## src/inc/mco_cfg.svh

```systemverilog
// Constants for the MAC-only command and open unit
`ifndef MCO_CFG_SVH
`define MCO_CFG_SVH
// Command codes
`define MCO_CMD_REJECT      16'h0002
`define MCO_CMD_OPEN        16'h0003
`define MCO_CMD_XMIT        16'h0004
`define MCO_CMD_XMIT_HALT   16'h0005
`define MCO_CMD_RECEIVE     16'h0006
`define MCO_CMD_CLOSE       16'h0007
`define MCO_CMD_GROUP       16'h0008
`define MCO_CMD_FUNCT       16'h0009
`define MCO_CMD_ERRLOG      16'h000A
`define MCO_CMD_READ        16'h000B
`define MCO_CMD_MODIFY      16'h000D
`define MCO_CMD_RESTORE     16'h000E
`define MCO_CMD_GROUP16     16'h000F
`define MCO_CMD_BRIDGE_SET  16'h0010
`define MCO_CMD_BRIDGE_CFG  16'h0011
// Parameter block lengths in bytes
`define MCO_PB_BYTES_MAC    6'd32
`define MCO_PB_BYTES_LINK   6'd44
// Option bit positions
`define MCO_OPT_WRAP        0
`define MCO_OPT_HARD_MASK   1
`define MCO_OPT_SOFT_MASK   2
`define MCO_OPT_UNSUP       3
`define MCO_OPT_ATTN        4
`define MCO_OPT_PAD         5
`define MCO_OPT_HOLD        6
`define MCO_OPT_ELECT       7
`define MCO_OPT_BEACON      8
`define MCO_OPT_NO_ETR      11
`define MCO_OPT_MGMT_ALL    13
`define MCO_OPT_USER_ALL    14
`define MCO_OPT_FIRST_BUF   15
// Reserved option bits 9, 10, 12
`define MCO_OPT_RSVD_MASK   16'h1600
// Completion and reject values
`define MCO_OPEN_OK         16'h0001
`define MCO_OPEN_BAD_OPT    16'h0080
`define MCO_REJ_ILLEGAL     16'h0001
`define MCO_REJ_OPEN        16'h0004
`define MCO_REJ_CLOSED      16'h0008
// Routing pad figures
`define MCO_PAD_LEN         8'd18
`define MCO_PAD_MIN_COUNT   16'd32
// Timestamp tick
`define MCO_TICK_MS         10
`define MCO_CLK_MHZ         100
`define MCO_TICK_CYCLES     (`MCO_TICK_MS * 1000 * `MCO_CLK_MHZ)
// Register byte addresses
`define MCO_ADDR_CMD        8'h00
`define MCO_ADDR_PHI        8'h04
`define MCO_ADDR_PLO        8'h08
`define MCO_ADDR_SCMD       8'h0C
`define MCO_ADDR_SP0        8'h10
`define MCO_ADDR_SP1        8'h14
`define MCO_ADDR_OPT        8'h18
`define MCO_ADDR_STAT       8'h1C
`define MCO_ADDR_CTRL       8'h20
`endif

```

## src/inc/mco_pkg.sv

```systemverilog
// Types for the MAC-only command and open unit
package mco_pkg;
	// Command interpreter states
	typedef enum logic [2:0] {
		MCO_IDLE, MCO_DMA_REQ, MCO_DMA_WAIT, MCO_APPLY, MCO_POST
	} mco_state_type;
	// Effective options driven to the frame path
	typedef struct packed {
		logic wrap;
		logic hard_fault_irq_mask;
		logic soft_irq_mask;
		logic forward_unsupported_mgmt;
		logic forward_attention_mgmt;
		logic pad_route;
		logic frame_hold;
		logic join_monitor_election;
		logic forward_beacon_mgmt;
		logic early_release;
		logic promiscuous_mgmt_copy;
		logic promiscuous_user_copy;
		logic first_buffer_only;
	} mco_opts_type;
	// Host memory read request
	typedef struct packed {
		logic        valid;
		logic [31:0] addr;
		logic [5:0]  bytes;
	} mco_dma_req_type;
endpackage : mco_pkg
```

## src/design/mco_top.sv

```systemverilog
// MAC-only command interpreter with open execution and AXI4-Lite registers
// Overview of operation
// - Decode the sixteen-bit command codes listed
// - MAC-only set when link interface off
// - Fetch 32 parameter bytes; open with link interface on is rejected before any 44-byte fetch
// - During open, honour only reset requests
// - Options change by modify or reopen
// - Bit 0 wraps; modify cannot change it
// - Bits 1, 2 mask ring interrupts
// - Bit 3 forwards unsupported management frames
// - Bit 4 forwards changed attention frames
// - Bit 5 pads route to 18 when list data count is 32 or more
// - Bit 6 holds whole frame; forced by bit 13, bit 14 or link interface on
// - Bit 8 forwards changed beacon frames
// - Bit 11 zero enables early release at 16 Mbps
// - Bit 13 copies all management frames
// - Bit 13 clears attention, beacon pass
// - Bit 14 copies all user frames
// - Bit 15 first buffer, size stored
// - Ten-millisecond wrapping stamp counter
// - Open completion posts status, code
// - Unknown code sets illegal reject bit
//
// The register addresses and the AXI4-Lite register port were chosen for this implementation.
`timescale 1ns/1ns
`default_nettype none
`include "mco_cfg.svh"
module mco_top
	import mco_pkg::*;
#(
	parameter int TICK_CYCLES = `MCO_TICK_CYCLES
) (
	input  wire logic        ref_clk,
	input  wire logic        reset,
	input  wire logic        link_layer_interface_on,
	input  wire logic        ring_16m,
	input  wire logic [15:0] list_data_count,
	// AXI4-Lite slave
	input  wire logic [7:0]  s_axi_awaddr,
	input  wire logic        s_axi_awvalid,
	output logic             s_axi_awready,
	input  wire logic [31:0] s_axi_wdata,
	input  wire logic [3:0]  s_axi_wstrb,
	input  wire logic        s_axi_wvalid,
	output logic             s_axi_wready,
	output logic [1:0]       s_axi_bresp,
	output logic             s_axi_bvalid,
	input  wire logic        s_axi_bready,
	input  wire logic [7:0]  s_axi_araddr,
	input  wire logic        s_axi_arvalid,
	output logic             s_axi_arready,
	output logic [31:0]      s_axi_rdata,
	output logic [1:0]       s_axi_rresp,
	output logic             s_axi_rvalid,
	input  wire logic        s_axi_rready,
	// Parameter block fetch
	output mco_dma_req_type  dma_req,
	input  wire logic        dma_done,
	input  wire logic [15:0] dma_options,
	// Interrupt requests from host and towards host
	input  wire logic        host_irq_req,
	input  wire logic        host_reset_req,
	output logic             host_irq_taken,
	output logic             cmd_status_irq,
	// Frame path options and stamp
	output mco_opts_type     opts,
	output logic             pad_enable,
	output logic [7:0]       pad_length,
	output logic [15:0]      time_stamp
);
	// Software-visible words
	logic [15:0]     host_command_word_reg;
	logic [15:0]     host_command_param_high_reg;
	logic [15:0]     host_command_param_low_reg;
	logic [15:0]     status_block_command_word_reg;
	logic [15:0]     status_block_param_first_reg;
	logic [15:0]     status_block_param_second_reg;
	logic [15:0]     raw_opts_reg;      // Options as last opened or modified
	logic            open_reg;          // Adapter open
	logic            cmd_pending_reg;   // Command word awaiting execution
	mco_state_type   state_reg;
	logic [31:0]     open_param_block_pointer;
	logic [15:0]     opts_next;
	// Bus handshake state
	logic            aw_held_reg;
	logic            w_held_reg;
	logic [7:0]      aw_addr_reg;
	logic [31:0]     w_data_reg;
	logic [3:0]      w_strb_reg;
	// Stamp timer
	logic [31:0]     tick_cnt_reg;

	// Known command codes of the MAC-only set
	function automatic logic cmd_known(input logic [15:0] c);
		unique case (c)
			`MCO_CMD_OPEN, `MCO_CMD_XMIT, `MCO_CMD_XMIT_HALT,
			`MCO_CMD_RECEIVE, `MCO_CMD_CLOSE, `MCO_CMD_GROUP,
			`MCO_CMD_FUNCT, `MCO_CMD_ERRLOG, `MCO_CMD_READ,
			`MCO_CMD_MODIFY, `MCO_CMD_RESTORE, `MCO_CMD_GROUP16,
			`MCO_CMD_BRIDGE_SET, `MCO_CMD_BRIDGE_CFG: cmd_known = 1'b1;
			default: cmd_known = 1'b0;
		endcase
	endfunction : cmd_known

	// Override forced bits ahead of use, per the fetched or modify options word
	function automatic logic [15:0] force_opts(input logic [15:0] o,
		input logic link_on);
		logic [15:0] r;
		r = o & ~(`MCO_OPT_RSVD_MASK);
		if (o[`MCO_OPT_MGMT_ALL]) begin
			r[`MCO_OPT_ATTN]   = 1'b0;
			r[`MCO_OPT_BEACON] = 1'b0;
		end
		if (link_on || o[`MCO_OPT_MGMT_ALL] || o[`MCO_OPT_USER_ALL])
			r[`MCO_OPT_HOLD] = 1'b1;
		if (link_on)
			r[`MCO_OPT_FIRST_BUF] = 1'b0;
		force_opts = r;
	endfunction : force_opts

	// Write decode: both halves present
	wire        wr_fire   = aw_held_reg && w_held_reg && !s_axi_bvalid;
	wire        wr_cmd    = wr_fire && aw_addr_reg == `MCO_ADDR_CMD;
	wire        wr_phi    = wr_fire && aw_addr_reg == `MCO_ADDR_PHI;
	wire        wr_plo    = wr_fire && aw_addr_reg == `MCO_ADDR_PLO;
	wire        wr_ok     = wr_cmd || wr_phi || wr_plo;
	// Busy during open keeps the command word from being overwritten
	wire        opening   = state_reg != MCO_IDLE;
	wire [15:0] cmd       = host_command_word_reg;
	wire        is_modify = cmd == `MCO_CMD_MODIFY;
	wire        start     = cmd_pending_reg && state_reg == MCO_IDLE;
	assign open_param_block_pointer =
		{host_command_param_high_reg, host_command_param_low_reg};

	// Modify keeps the wrap bit as opened
	assign opts_next = force_opts({host_command_param_low_reg[15:1],
		raw_opts_reg[`MCO_OPT_WRAP]}, link_layer_interface_on);

	// Read mux
	logic [15:0] rd_word;
	always_comb begin
		unique case (s_axi_araddr)
			`MCO_ADDR_CMD:  rd_word = host_command_word_reg;
			`MCO_ADDR_PHI:  rd_word = host_command_param_high_reg;
			`MCO_ADDR_PLO:  rd_word = host_command_param_low_reg;
			`MCO_ADDR_SCMD: rd_word = status_block_command_word_reg;
			`MCO_ADDR_SP0:  rd_word = status_block_param_first_reg;
			`MCO_ADDR_SP1:  rd_word = status_block_param_second_reg;
			`MCO_ADDR_OPT:  rd_word = raw_opts_reg;
			`MCO_ADDR_STAT: rd_word = {13'h0000, cmd_pending_reg,
				opening, open_reg};
			default:        rd_word = 16'h0000;
		endcase
	end
	wire rd_hit = s_axi_araddr <= `MCO_ADDR_STAT;

	// Write channel capture; each half held until the write fires, then both released together
	always_ff @(posedge ref_clk) begin
		if (reset) begin
			aw_held_reg   <= 1'b0;
			w_held_reg    <= 1'b0;
			aw_addr_reg   <= 8'h00;
			w_data_reg    <= 32'h00000000;
			w_strb_reg    <= 4'h0;
			s_axi_awready <= 1'b0;
			s_axi_wready  <= 1'b0;
			s_axi_bvalid  <= 1'b0;
			s_axi_bresp   <= 2'h0;
		end else begin
			s_axi_awready <= !aw_held_reg && !s_axi_awready;
			s_axi_wready  <= !w_held_reg && !s_axi_wready;
			if (s_axi_awvalid && s_axi_awready) begin
				aw_held_reg <= 1'b1;
				aw_addr_reg <= s_axi_awaddr;
			end
			if (s_axi_wvalid && s_axi_wready) begin
				w_held_reg <= 1'b1;
				w_data_reg <= s_axi_wdata;
				w_strb_reg <= s_axi_wstrb;
			end
			if (wr_fire) begin
				// Unmapped or read-only target answers SLVERR
				aw_held_reg  <= 1'b0;
				w_held_reg   <= 1'b0;
				s_axi_bvalid <= 1'b1;
				s_axi_bresp  <= wr_ok ? 2'h0 : 2'h2;
			end else if (s_axi_bready) begin
				s_axi_bvalid <= 1'b0;
			end
		end
	end

	// Read channel: one-cycle answer
	always_ff @(posedge ref_clk) begin
		if (reset) begin
			s_axi_arready <= 1'b0;
			s_axi_rvalid  <= 1'b0;
			s_axi_rdata   <= 32'h00000000;
			s_axi_rresp   <= 2'h0;
		end else begin
			s_axi_arready <= !s_axi_rvalid && !s_axi_arready;
			if (s_axi_arvalid && s_axi_arready) begin
				s_axi_rvalid <= 1'b1;
				s_axi_rdata  <= {16'h0000, rd_word};
				s_axi_rresp  <= rd_hit ? 2'h0 : 2'h2;
			end else if (s_axi_rready) begin
				s_axi_rvalid <= 1'b0;
			end
		end
	end

	// Host command block; low byte lanes only
	always_ff @(posedge ref_clk) begin
		if (reset) begin
			host_command_word_reg       <= 16'h0000;
			host_command_param_high_reg <= 16'h0000;
			host_command_param_low_reg  <= 16'h0000;
			cmd_pending_reg             <= 1'b0;
		end else begin
			if (wr_cmd && w_strb_reg[1:0] == 2'h3 && !opening) begin
				host_command_word_reg <= w_data_reg[15:0];
				cmd_pending_reg       <= 1'b1;
			end else if (start) begin
				cmd_pending_reg <= 1'b0;
			end
			if (wr_phi && w_strb_reg[1:0] == 2'h3)
				host_command_param_high_reg <= w_data_reg[15:0];
			if (wr_plo && w_strb_reg[1:0] == 2'h3)
				host_command_param_low_reg <= w_data_reg[15:0];
		end
	end

	// Command sequencer: open fetch, option apply, status posting
	always_ff @(posedge ref_clk) begin
		if (reset) begin
			state_reg                     <= MCO_IDLE;
			open_reg                      <= 1'b0;
			raw_opts_reg                  <= 16'h0000;
			status_block_command_word_reg <= 16'h0000;
			status_block_param_first_reg  <= 16'h0000;
			status_block_param_second_reg <= 16'h0000;
			cmd_status_irq                <= 1'b0;
			dma_req                       <= '0;
		end else begin
			cmd_status_irq <= 1'b0;
			unique case (state_reg)
				MCO_IDLE: begin
					if (start) begin
						// MAC-only decode while link interface off
						if (!cmd_known(cmd) || link_layer_interface_on) begin
							status_block_command_word_reg <= `MCO_CMD_REJECT;
							status_block_param_first_reg  <= `MCO_REJ_ILLEGAL;
							status_block_param_second_reg <= cmd;
							cmd_status_irq                <= 1'b1;
						end else if (cmd == `MCO_CMD_OPEN && open_reg) begin
							status_block_command_word_reg <= `MCO_CMD_REJECT;
							status_block_param_first_reg  <= `MCO_REJ_OPEN;
							status_block_param_second_reg <= cmd;
							cmd_status_irq                <= 1'b1;
						end else if (cmd == `MCO_CMD_OPEN) begin
							dma_req.valid <= 1'b1;
							dma_req.addr  <= open_param_block_pointer;
							dma_req.bytes <= link_layer_interface_on ?
								`MCO_PB_BYTES_LINK : `MCO_PB_BYTES_MAC;
							state_reg     <= MCO_DMA_REQ;
						end else if ((is_modify || cmd == `MCO_CMD_CLOSE)
								&& !open_reg) begin
							status_block_command_word_reg <= `MCO_CMD_REJECT;
							status_block_param_first_reg  <= `MCO_REJ_CLOSED;
							status_block_param_second_reg <= cmd;
							cmd_status_irq                <= 1'b1;
						end else begin
							// Close ends wrap; modify updates live options
							if (cmd == `MCO_CMD_CLOSE)
								open_reg <= 1'b0;
							if (is_modify)
								raw_opts_reg <= opts_next;
							status_block_command_word_reg <= cmd;
							status_block_param_first_reg  <= 16'h0000;
							cmd_status_irq                <= 1'b1;
						end
					end
				end
				MCO_DMA_REQ: begin
					dma_req.valid <= 1'b0;
					state_reg     <= MCO_DMA_WAIT;
				end
				MCO_DMA_WAIT: begin
					if (dma_done) begin
						raw_opts_reg <= force_opts(dma_options,
							link_layer_interface_on);
						status_block_param_first_reg <=
							(dma_options & `MCO_OPT_RSVD_MASK) != 16'h0000 ?
							`MCO_OPEN_BAD_OPT : `MCO_OPEN_OK;
						state_reg <= MCO_APPLY;
					end
				end
				MCO_APPLY: begin
					open_reg  <= status_block_param_first_reg == `MCO_OPEN_OK;
					state_reg <= MCO_POST;
				end
				MCO_POST: begin
					status_block_command_word_reg <= `MCO_CMD_OPEN;
					cmd_status_irq                <= 1'b1;
					state_reg                     <= MCO_IDLE;
				end
				default: state_reg <= MCO_IDLE;
			endcase
		end
	end

	// Host interrupt acceptance: reset only while opening
	always_ff @(posedge ref_clk) begin
		if (reset)
			host_irq_taken <= 1'b0;
		else
			host_irq_taken <= host_reset_req || (host_irq_req && !opening);
	end

	// Options to the frame path; only wrap is gated by open
	always_ff @(posedge ref_clk) begin
		if (reset) begin
			opts       <= '0;
			pad_enable <= 1'b0;
			pad_length <= 8'h00;
		end else begin
			opts.wrap                     <= open_reg && raw_opts_reg[`MCO_OPT_WRAP];
			opts.hard_fault_irq_mask      <= raw_opts_reg[`MCO_OPT_HARD_MASK];
			opts.soft_irq_mask            <= raw_opts_reg[`MCO_OPT_SOFT_MASK];
			opts.forward_unsupported_mgmt <= raw_opts_reg[`MCO_OPT_UNSUP];
			opts.forward_attention_mgmt   <= raw_opts_reg[`MCO_OPT_ATTN];
			opts.pad_route                <= raw_opts_reg[`MCO_OPT_PAD];
			opts.frame_hold               <= raw_opts_reg[`MCO_OPT_HOLD];
			opts.join_monitor_election    <= raw_opts_reg[`MCO_OPT_ELECT];
			opts.forward_beacon_mgmt      <= raw_opts_reg[`MCO_OPT_BEACON];
			// Early release only at 16 Mbps
			opts.early_release <= ring_16m && !raw_opts_reg[`MCO_OPT_NO_ETR];
			opts.promiscuous_mgmt_copy    <= raw_opts_reg[`MCO_OPT_MGMT_ALL];
			opts.promiscuous_user_copy    <= raw_opts_reg[`MCO_OPT_USER_ALL];
			opts.first_buffer_only        <= raw_opts_reg[`MCO_OPT_FIRST_BUF];
			// Short lists are passed unpadded
			pad_enable <= raw_opts_reg[`MCO_OPT_PAD]
				&& list_data_count >= `MCO_PAD_MIN_COUNT;
			pad_length <= `MCO_PAD_LEN;
		end
	end

	// Free-running stamp, wraps naturally at 16 bits
	always_ff @(posedge ref_clk) begin
		if (reset) begin
			tick_cnt_reg <= 32'h00000000;
			time_stamp   <= 16'h0000;
		end else if (tick_cnt_reg == 32'(TICK_CYCLES - 1)) begin
			tick_cnt_reg <= 32'h00000000;
			time_stamp   <= time_stamp + 16'h0001;
		end else begin
			tick_cnt_reg <= tick_cnt_reg + 32'h00000001;
		end
	end
endmodule : mco_top
`default_nettype wire

```

## config.mk

```make
export PLATFORM = sky130hd
export DESIGN_NAME = mco_top
export DESIGN_NICKNAME = d
export VERILOG_FILES = /design/src/inc/mco_pkg.sv /design/src/design/mco_top.sv
export VERILOG_INCLUDE_DIRS = /design/src /design/src/inc
export SDC_FILE = /design/constraint.sdc
export NUM_CORES = 1
export LEC_CHECK = 0
export BUFFER_PORTS_ARGS = -buffer_cell sky130_fd_sc_hd__buf_4
export CAP_MARGIN = 5
export CELL_PAD_IN_SITES_DETAIL_PLACEMENT = 1
export CELL_PAD_IN_SITES_GLOBAL_PLACEMENT = 2
export CORE_ASPECT_RATIO = 1.2
export CORE_MARGIN = 4
export CORE_UTILIZATION = 33
export CTS_CLUSTER_DIAMETER = 50
export DETAILED_ROUTE_END_ITERATION = 8
export GPL_TIMING_DRIVEN = 0
export PLACE_DENSITY = 0.87
export SETUP_SLACK_MARGIN = 0.05
export SYNTH_ARGS = -nofsm -noshare
export SYNTH_HDL_FRONTEND = slang
export SYNTH_SLANG_ARGS = --single-unit
```

## constraint.sdc

```tcl
create_clock -name ref_clk -period 2.9 [get_ports ref_clk]
set_clock_uncertainty 0.05 [all_clocks]
set_input_delay 0.58 -clock ref_clk [delete_from_list [all_inputs] [get_ports ref_clk]]
set_output_delay 0.58 -clock ref_clk [all_outputs]
set_load 0.01 [all_outputs]
```

==> results of run 1 <==
==> through the flow <==
step	hold slack [ns]	setup TNS (ns)	cells
finish	0.193	0	1870
global route	0.181	0	1870
CTS	0.172	0	1863
detailed placement	0.395	-28.10	1805
global placement	0.390	-23.84	1805
floorplan	0.366	0	1237
==> routing by layer <==
metal | vias up | GRT usage (%) | part of all wire [%]
li1 | 4678 | - | -
met1 | 4886 | 23.5 | 40
met2 | 231 | 38.6 | 52
met3 | 72 | 2.60 | 4.0
met4 | 0 | 8.03 | 3.7
met5 | - | 0 | 0
==> worst reg2reg max path: stages (launching register included) <==
cell	delay (ns)
dfxtp_1	0.39
or3_1	0.37
buf_2	0.18
or4_1	0.54
buf_2	0.21
a41o_1	0.28
nand2_1	0.12
buf_4	0.20
mux2_1	0.33
==> layout by cell type (no fill, tap or decap), types with 11 or more instances in the layout <==
cell type	instances
dfxtp_1	253
buf_4	204
nand2_1	180
nor2_1	117
a21oi_1	73
mux2i_1	61
clkbuf_1	57
nand3_1	31
clkbuf_16	31
nor3_1	29
o21ai_0	29
a21oi_2	29
conb_1	27
a22o_1	26
a22oi_1	23
xor2_1	21
nand4_1	20
and2_1	19
nor4_1	17
xnor2_1	15
nor2b_1	14
mux2_2	12
or3_1	11
o31ai_1	11
==> cell type report <==
class,count,area share (%)
Buffer,107,4.30
Clock buffer,39,6.19
Clock inverter,14,1.07
Inverter,9,0.244
Multi-Input combinational cell,867,38.3
Sequential cell,254,36.8
Tap cell,407,3.68
Timing Repair Buffer,173,9.48
==> power groups by stage <==
stage	sequential, mW	clock [mW]	combinational (mW)
after CTS	3.56	3.90	0.369
after global placement	3.63	0	0.362
after global routing	3.56	4.05	0.398
after detailed placement	3.63	0	0.367
final	3.56	3.82	0.365
after floorplan	3.62	0	0.186
==> how the worst min path moves through the flow <==
stage	from	end	depth (start not counted)
6_report	host_reset_req	host_irq_taken	3
5_1_grt	list_data_count[7]	pad_enable	2
4_1_cts	list_data_count[7]	pad_enable	2
3_5_place_dp	status_block_command_word_reg[6]	status_block_command_word_reg[6]	1
3_3_place_gp	w_strb_reg[0]	w_strb_reg[0]	2
2_1_floorplan	raw_opts_reg[11]	opts[3]	1
==> timing repair <==
item,in CTS,in global routing
buffers inserted,5,7
hold buffers,0,0
pin swaps,2,2
resized for setup,1,12
endpoints found under the setup margin,56,76
==> cell families (layout without fill, tap and decap cells) <==
kind of cell    Yosys count  after routing
simple gates            504            504
buf+inv                 116            342
mux                      78             78
flops                   254            254
fa+ha+maj                 2              2
compound gates          220            220
xor+xnor                 36             36
other cells               1             27
==> reports/metrics.yaml, run 1 <==
grt:
  grt_start_max_net_pins: 15
  grt_pass1_vias: 10079
  track_usage_pct: 20.4
  grt_pass1_wl_um: 58100
  global_route.overflow_total: 0
  antenna_found_initial: 0
setup_path:
  crit_fanout: 10
  ff2ff_path_depth: 8
  cp_slowest_cell: "or4_1"
  critPathArrivalTime_ns: 3.17
  cpPeakStageDelay_ns: 0.54
  r2r-end: "raw_opts_reg[8]"
  worstSetupPathDepth: 8
  path_common_cell: "buf_2"
  critPathBufInv: 3
  path_cells: "or3_1, buf_2, or4_1, buf_2, a41o_1, nand2_1, buf_4, mux2_1"
  rrSetupSlack_ns: 0.12
  cpLargestDelayFamily: "simple AND/OR/NAND/NOR gates"
  worstSetupPathType: "flip-flop to flip-flop"
  end_kind: "flip-flop"
  cp-start-kind: "flip-flop"
  startpoint: "cmd[6]"
  r2r_start: "cmd[6]"
  critPathRequiredTime_ns: 3.30
  crit_end: "raw_opts_reg[8]"
placement:
  place_area_um2: 12700
  place.port_buffers: 161
  dp_hpwl_um: 28500
  gp_congestion: 0.868
  post-place-ws_ns: -0.751
synthesis:
  synth-seq-area-share_pct: 46.7
  synth.area.top_cells: "dfxtp_1, nand2_1, mux2i_1"
  muxShareOfSynthArea_pct: 7.79
  syn_area_um2: 10900
  synth_cells: 1211
  ys_warn_count: 0
  ys.flop_type: "dfxtp_1"
  yosysTopAreaCellShare_pct: 46.7
  synthAdderAreaFrac_pct: 0.230
  synth_edf_count: 0
  synth_top_family_by_area: "simple AND/OR/NAND/NOR gates"
  synth.most_common_cell: "dfxtp_1"
  ys_seq_elements: 254
  netlist_top_cells_count: "dfxtp_1, nand2_1, nor2_1"
  syn_avg_cell_area_um2: 8.98
  synth_compound_area_share_pct: 13.9
  post_synth_num_cell_types: 73
  yosys.area_share.simple_pct: 22.8
  post-synth-top-area-cell: "dfxtp_1"
  synthXorXnorAreaFrac_pct: 2.90
  async_flop_share_pct: 0
run:
  drv_cap: 0
cts:
  cts.sinks: 254
  clk_path_buf_depth: 3
  clkSlewWorstSetupHoldPaths_ns: 0.06
  clock_latency_ns: 0.57
  cts_buffers: 30
  ctsRootBufferMaster: "clkbuf_16"
  cts-htree-levels: 1
  cts_tree: "yes"
final_layout:
  n_antenna_cell: 0
  nFillCells: 3754
  largest_reg_flops: 35
  area_growth_syn_to_layout_pct: 27.2
  drive_gt1_share_pct: 23.4
  design_area_um2: 13800
  seq_area_um2: 5090
  multi_input_area_um2: 5300
  finalNetCount: 1540
  fin_util_pct: 42.7
detailed_routing:
  detail_route.iter0.violations: 508
  drc: 0
  routedWlPerCell_um: 20.4
  routed_wl_um: 38200
  dr.pass1.iters: 5
  vias_per_cell: 5.28
  antenna_left: 0
  vias: 9867
power:
  switching_share_pct: 23.5
  cellPowerDensity_nw_per_um2: 560
  p_int_mw: 5.93
  power_frac_clock_pct: 49.4
  comb_power_share_pct: 4.7
  seq_power_share_pct: 45.9
  p_leak_nw: 5.17
  finalPower_mw: 7.75
  switching_power_mw: 1.82
  ir_worst_vdd_mv: 0.427
floorplan:
  dieArea_um2: 36000
  io_pins: 216
  start_util_pct: 33.5
  die_y_um: 207
  die_x_um: 174
  core-area_um2: 32400
  core.rowCount: 72
sta:
  drv_slew: 0
  finalCritPeriodShare_pct: 95.8
  hold_viol: 0
  min_period_ns: 2.78
  tightest_slew_ns: 1.23
  fmax_mhz: 360
  finalWorstSetupSlack_ns: 0.121
  rsz0062_at_grt: "yes"
  setup_viol: 0
  max_slew_margin_pct: 17.1
outcome:
  status: "finished, final reports clean"
min_path:
  min_path_type: "primary input to flip-flop"
No activity file was read; power rests on OpenSTA's default activity.
==> run 2: changes to the inputs <==
--- a/config.mk
+++ b/config.mk
@@ -6,17 +6,19 @@
 export SDC_FILE = /design/constraint.sdc
 export NUM_CORES = 1
 export LEC_CHECK = 0
+export ABC_AREA = 1
 export BUFFER_PORTS_ARGS = -buffer_cell sky130_fd_sc_hd__buf_4
 export CAP_MARGIN = 5
 export CELL_PAD_IN_SITES_DETAIL_PLACEMENT = 1
 export CELL_PAD_IN_SITES_GLOBAL_PLACEMENT = 2
 export CORE_ASPECT_RATIO = 1.2
 export CORE_MARGIN = 4
-export CORE_UTILIZATION = 33
+export CORE_UTILIZATION = 31
+export CTS_BUF_LIST = sky130_fd_sc_hd__clkbuf_16
 export CTS_CLUSTER_DIAMETER = 50
 export DETAILED_ROUTE_END_ITERATION = 8
 export GPL_TIMING_DRIVEN = 0
-export PLACE_DENSITY = 0.87
+export PLACE_DENSITY = 0.88
 export SETUP_SLACK_MARGIN = 0.05
 export SYNTH_ARGS = -nofsm -noshare
 export SYNTH_HDL_FRONTEND = slang
==> run 2 against run 1 <==
Total power grew 7.3%. Global-route usage grew 0.56 points. Sequential cell count is the same. Final cell count grew 23%. Sequential share of layout area shrank 1.7 points. Via count grew 14%. Core utilization shrank 2.5 points. Register-to-register slack gained 0.49 ns. Setup slack gained 0.49 ns. Sequential power is essentially flat. Largest cell class unchanged.
==> reports/metrics.yaml, run 2 <==
outcome:
  status: "finished, final reports clean"
final_layout:
  layout_commonest_cell: "nand2_1"
  multi_input_area_um2: 5180  # -2.2%
  fin_util_pct: 40.2  # -2.5 points
  area_growth_syn_to_layout_pct: 26.9
  mostFrequentLayoutCells: "nand2_1, dfxtp_1, nor2_1"
  largest_reg_flops: 35  # unchanged
  n_antenna_cell: 0  # unchanged
  finalNetCount: 1912  # +24%
  seq_area_um2: 5080  # about the same
  drive_gt1_share_pct: 18.0  # -5.3 points
  nFillCells: 4559  # +21%
sta:
  finalCritPeriodShare_pct: 79.0  # -17 points
  setup_viol: 0  # unchanged
  tightest_slew_ns: 1.10  # -0.131 ns
  rsz0062_at_grt: "no"
  max_slew_margin_pct: 26.5  # +9.4 points
  min_period_ns: 2.29  # -0.488 ns
  fin_tns_setup_ns: 0  # unchanged
  hold_viol: 0  # unchanged
  drv_slew: 0  # unchanged
  fmax_mhz: 437  # +21%
setup_path:
  critPathArrivalTime_ns: 2.63  # -0.54 ns
  end_kind: "flip-flop"
  cp-start-kind: "flip-flop"
  worstSetupPathType: "flip-flop to flip-flop"
  critPathRequiredTime_ns: 3.24  # -0.06 ns
  crit_fanout: 10  # unchanged
detailed_routing:
  routedWlPerCell_um: 18.5  # -9.4%
  antenna_left: 0  # unchanged
  routed_wl_um: 42600  # +12%
  vias: 11272  # +14%
  vias_per_cell: 4.89  # -7.2%
  dr.pass1.iters: 5  # unchanged
  drc: 0  # unchanged
  detail_route.iter0.violations: 663  # +31%
placement:
  place.port_buffers: 164  # +1.9%
  dp_hpwl_um: 33300  # +17%
  gp_congestion: 0.919  # +5.9%
floorplan:
  io_pins: 216  # unchanged
  die_x_um: 183  # +5.5%
  die_y_um: 218  # +5.5%
  core-area_um2: 36100  # +11%
  dieArea_um2: 40000  # +11%
  start_util_pct: 31.6  # -1.9 points
  core.rowCount: 76  # +5.6%
grt:
  grt_start_max_net_pins: 15  # unchanged
  global_route.overflow_total: 0  # unchanged
  antenna_found_initial: 0  # unchanged
  grt_pass1_vias: 11684  # +16%
  track_usage_pct: 21.0  # +0.56 points
  grt_pass1_wl_um: 66200  # +14%
synthesis:
  synth.area.top_cells: "dfxtp_1, nand2_1, nor2_1"
  synthAdderAreaFrac_pct: 0.219  # -0.011 points
  ys.flop_type: "dfxtp_1"
  muxShareOfSynthArea_pct: 0  # -7.8 points
  syn_area_um2: 11400  # +5.1%
  synth_top_family_by_area: "simple AND/OR/NAND/NOR gates"
  synth_compound_area_share_pct: 14.6  # +0.77 points
  synth.most_common_cell: "nand2_1"
  netlist_top_cells_count: "nand2_1, dfxtp_1, nor2_1"
  synth_edf_count: 0  # unchanged
  yosys.area_share.simple_pct: 28.1  # +5.4 points
  ys_seq_elements: 254  # unchanged
  yosysTopAreaCellShare_pct: 44.5  # -2.3 points
  synth-seq-area-share_pct: 44.5  # -2.3 points
  synthXorXnorAreaFrac_pct: 1.46  # -1.4 points
  post_synth_num_cell_types: 51  # -30%
  async_flop_share_pct: 0  # unchanged
  synth_cells: 1587  # +31%
  syn_avg_cell_area_um2: 7.21  # -20%
  ys_warn_count: 0  # unchanged
  post-synth-top-area-cell: "dfxtp_1"
power:
  switching_share_pct: 23.4  # -0.10 points
  seq_power_share_pct: 43.0  # -2.9 points
  switching_power_mw: 1.94  # +6.8%
  p_int_mw: 6.37  # +7.4%
  p_leak_nw: 5.94  # +15%
  comb_power_share_pct: 4.6  # about the same
  ir_worst_vdd_mv: 0.287  # -33%
  power_frac_clock_pct: 52.4  # +3.0 points
  cellPowerDensity_nw_per_um2: 572  # +2.2%
cts:
  cts_tree: "yes"
  ctsRootBufferMaster: "clkbuf_16"
  cts.sinks: 254  # unchanged
  clk_path_buf_depth: 3  # unchanged
  cts-resized-gates: 0  # -1
  cts_buffers: 35  # +17%
  clock_latency_ns: 0.52  # -0.05 ns
  cts_hold_buf: 0  # unchanged
  post_cts_buffers: 0  # -5
  clkSlewWorstSetupHoldPaths_ns: 0.06  # about the same
  cts-htree-levels: 2  # +1
min_path:
  min_path_type: "primary input to flip-flop"
run:
  drv_cap: 0  # unchanged
==> run 2: changes by cell type in the layout (fill, tap and decap cells not counted), sizes merged, moves of 32 or more <==
cell	change
a21oi	+40
clkbuf	-32
inv	+173
mux2i	-61
nand2	+110
nor2	+136
o21ai	+102
==> run 2: metrics by stage <==
stage / cell area, µm² / worst slack, ns / instances / hold slack, ns / total power [mW]
2_1_floorplan: 11500 / 1.13 / 1613 / 0.340 / 3.84
3_3_place_gp: 13300 / 0.242 / 2245 / 0.375 / 4.02
3_5_place_dp: 13300 / 0.204 / 2245 / 0.381 / 4.03
4_1_cts: 14500 / 0.533 / 2303 / 0.189 / 8.40
5_1_grt: 14500 / 0.356 / 2303 / 0.189 / 8.60
6_report: 14500 / 0.609 / 2303 / 0.218 / 8.31
==> run 2: worst max-delay path: stages, from the launching register on <==
cell and delay (ns):
dfxtp_1 0.38, ha_1 0.19, nand2_1 0.10, nor2_2 0.19, nand3_1 0.12, nor3_1 0.31
nand2_2 0.26, nand2_1 0.22, buf_2 0.27, nor2_1 0.07
==> run 2: path summary, 6_finish.rpt <==
check                         from         endpoint  slack [ns]  depth (start not counted)
hold reg to reg   raw_opts_reg[11]          opts[3]        0.38                          1
setup / recovery   tick_cnt_reg[0]  tick_cnt_reg[1]        0.61                          9
hold / removal        s_axi_bready     s_axi_bvalid        0.22                          2
setup reg to reg   tick_cnt_reg[0]  tick_cnt_reg[1]        0.61                          9
==> run 2: cell type report <==
cell class                      instances  area share, %
Inverter                              183           4.76
Clock buffer                           37           6.38
Sequential cell                       254           35.0
Timing Repair Buffer                  164           8.48
Buffer                                 94           3.97
Multi-Input combinational cell       1082           35.7
Tap cell                              468           4.03
Clock inverter                         21           1.66
==> run 2: power groups by stage <==
stage	logic (mW)	registers [mW]	clock network [mW]
after floorplan	0.206	3.63	0
after global placement	0.375	3.65	0
after detailed placement	0.384	3.65	0
after CTS	0.386	3.57	4.45
after global routing	0.428	3.58	4.60
final	0.383	3.57	4.35
==> run 2: cells by family (layout without fill, tap and decap cells) <==
family,after synthesis,count (layout)
and+or+nand+nor,719,719
adders and majority gates,2,2
buffers and inverters,277,499
AOI/OAI and AO/OA,315,315
other,1,27
xor gates and xnor gates,19,19
DFF,254,254
==> run 2: metal layers <==
layer | global-route usage [%] | wire (µm) | share of wire [%] | vias to the layer above
met5 | 0 | 0 | 0 | -
met4 | 8.37 | 1740 | 4.1 | 0
met2 | 35.6 | 20300 | 48 | 283
li1 | - | - | - | 5537
met1 | 26.5 | 18500 | 43 | 5363
met3 | 3.55 | 2130 | 5.0 | 89
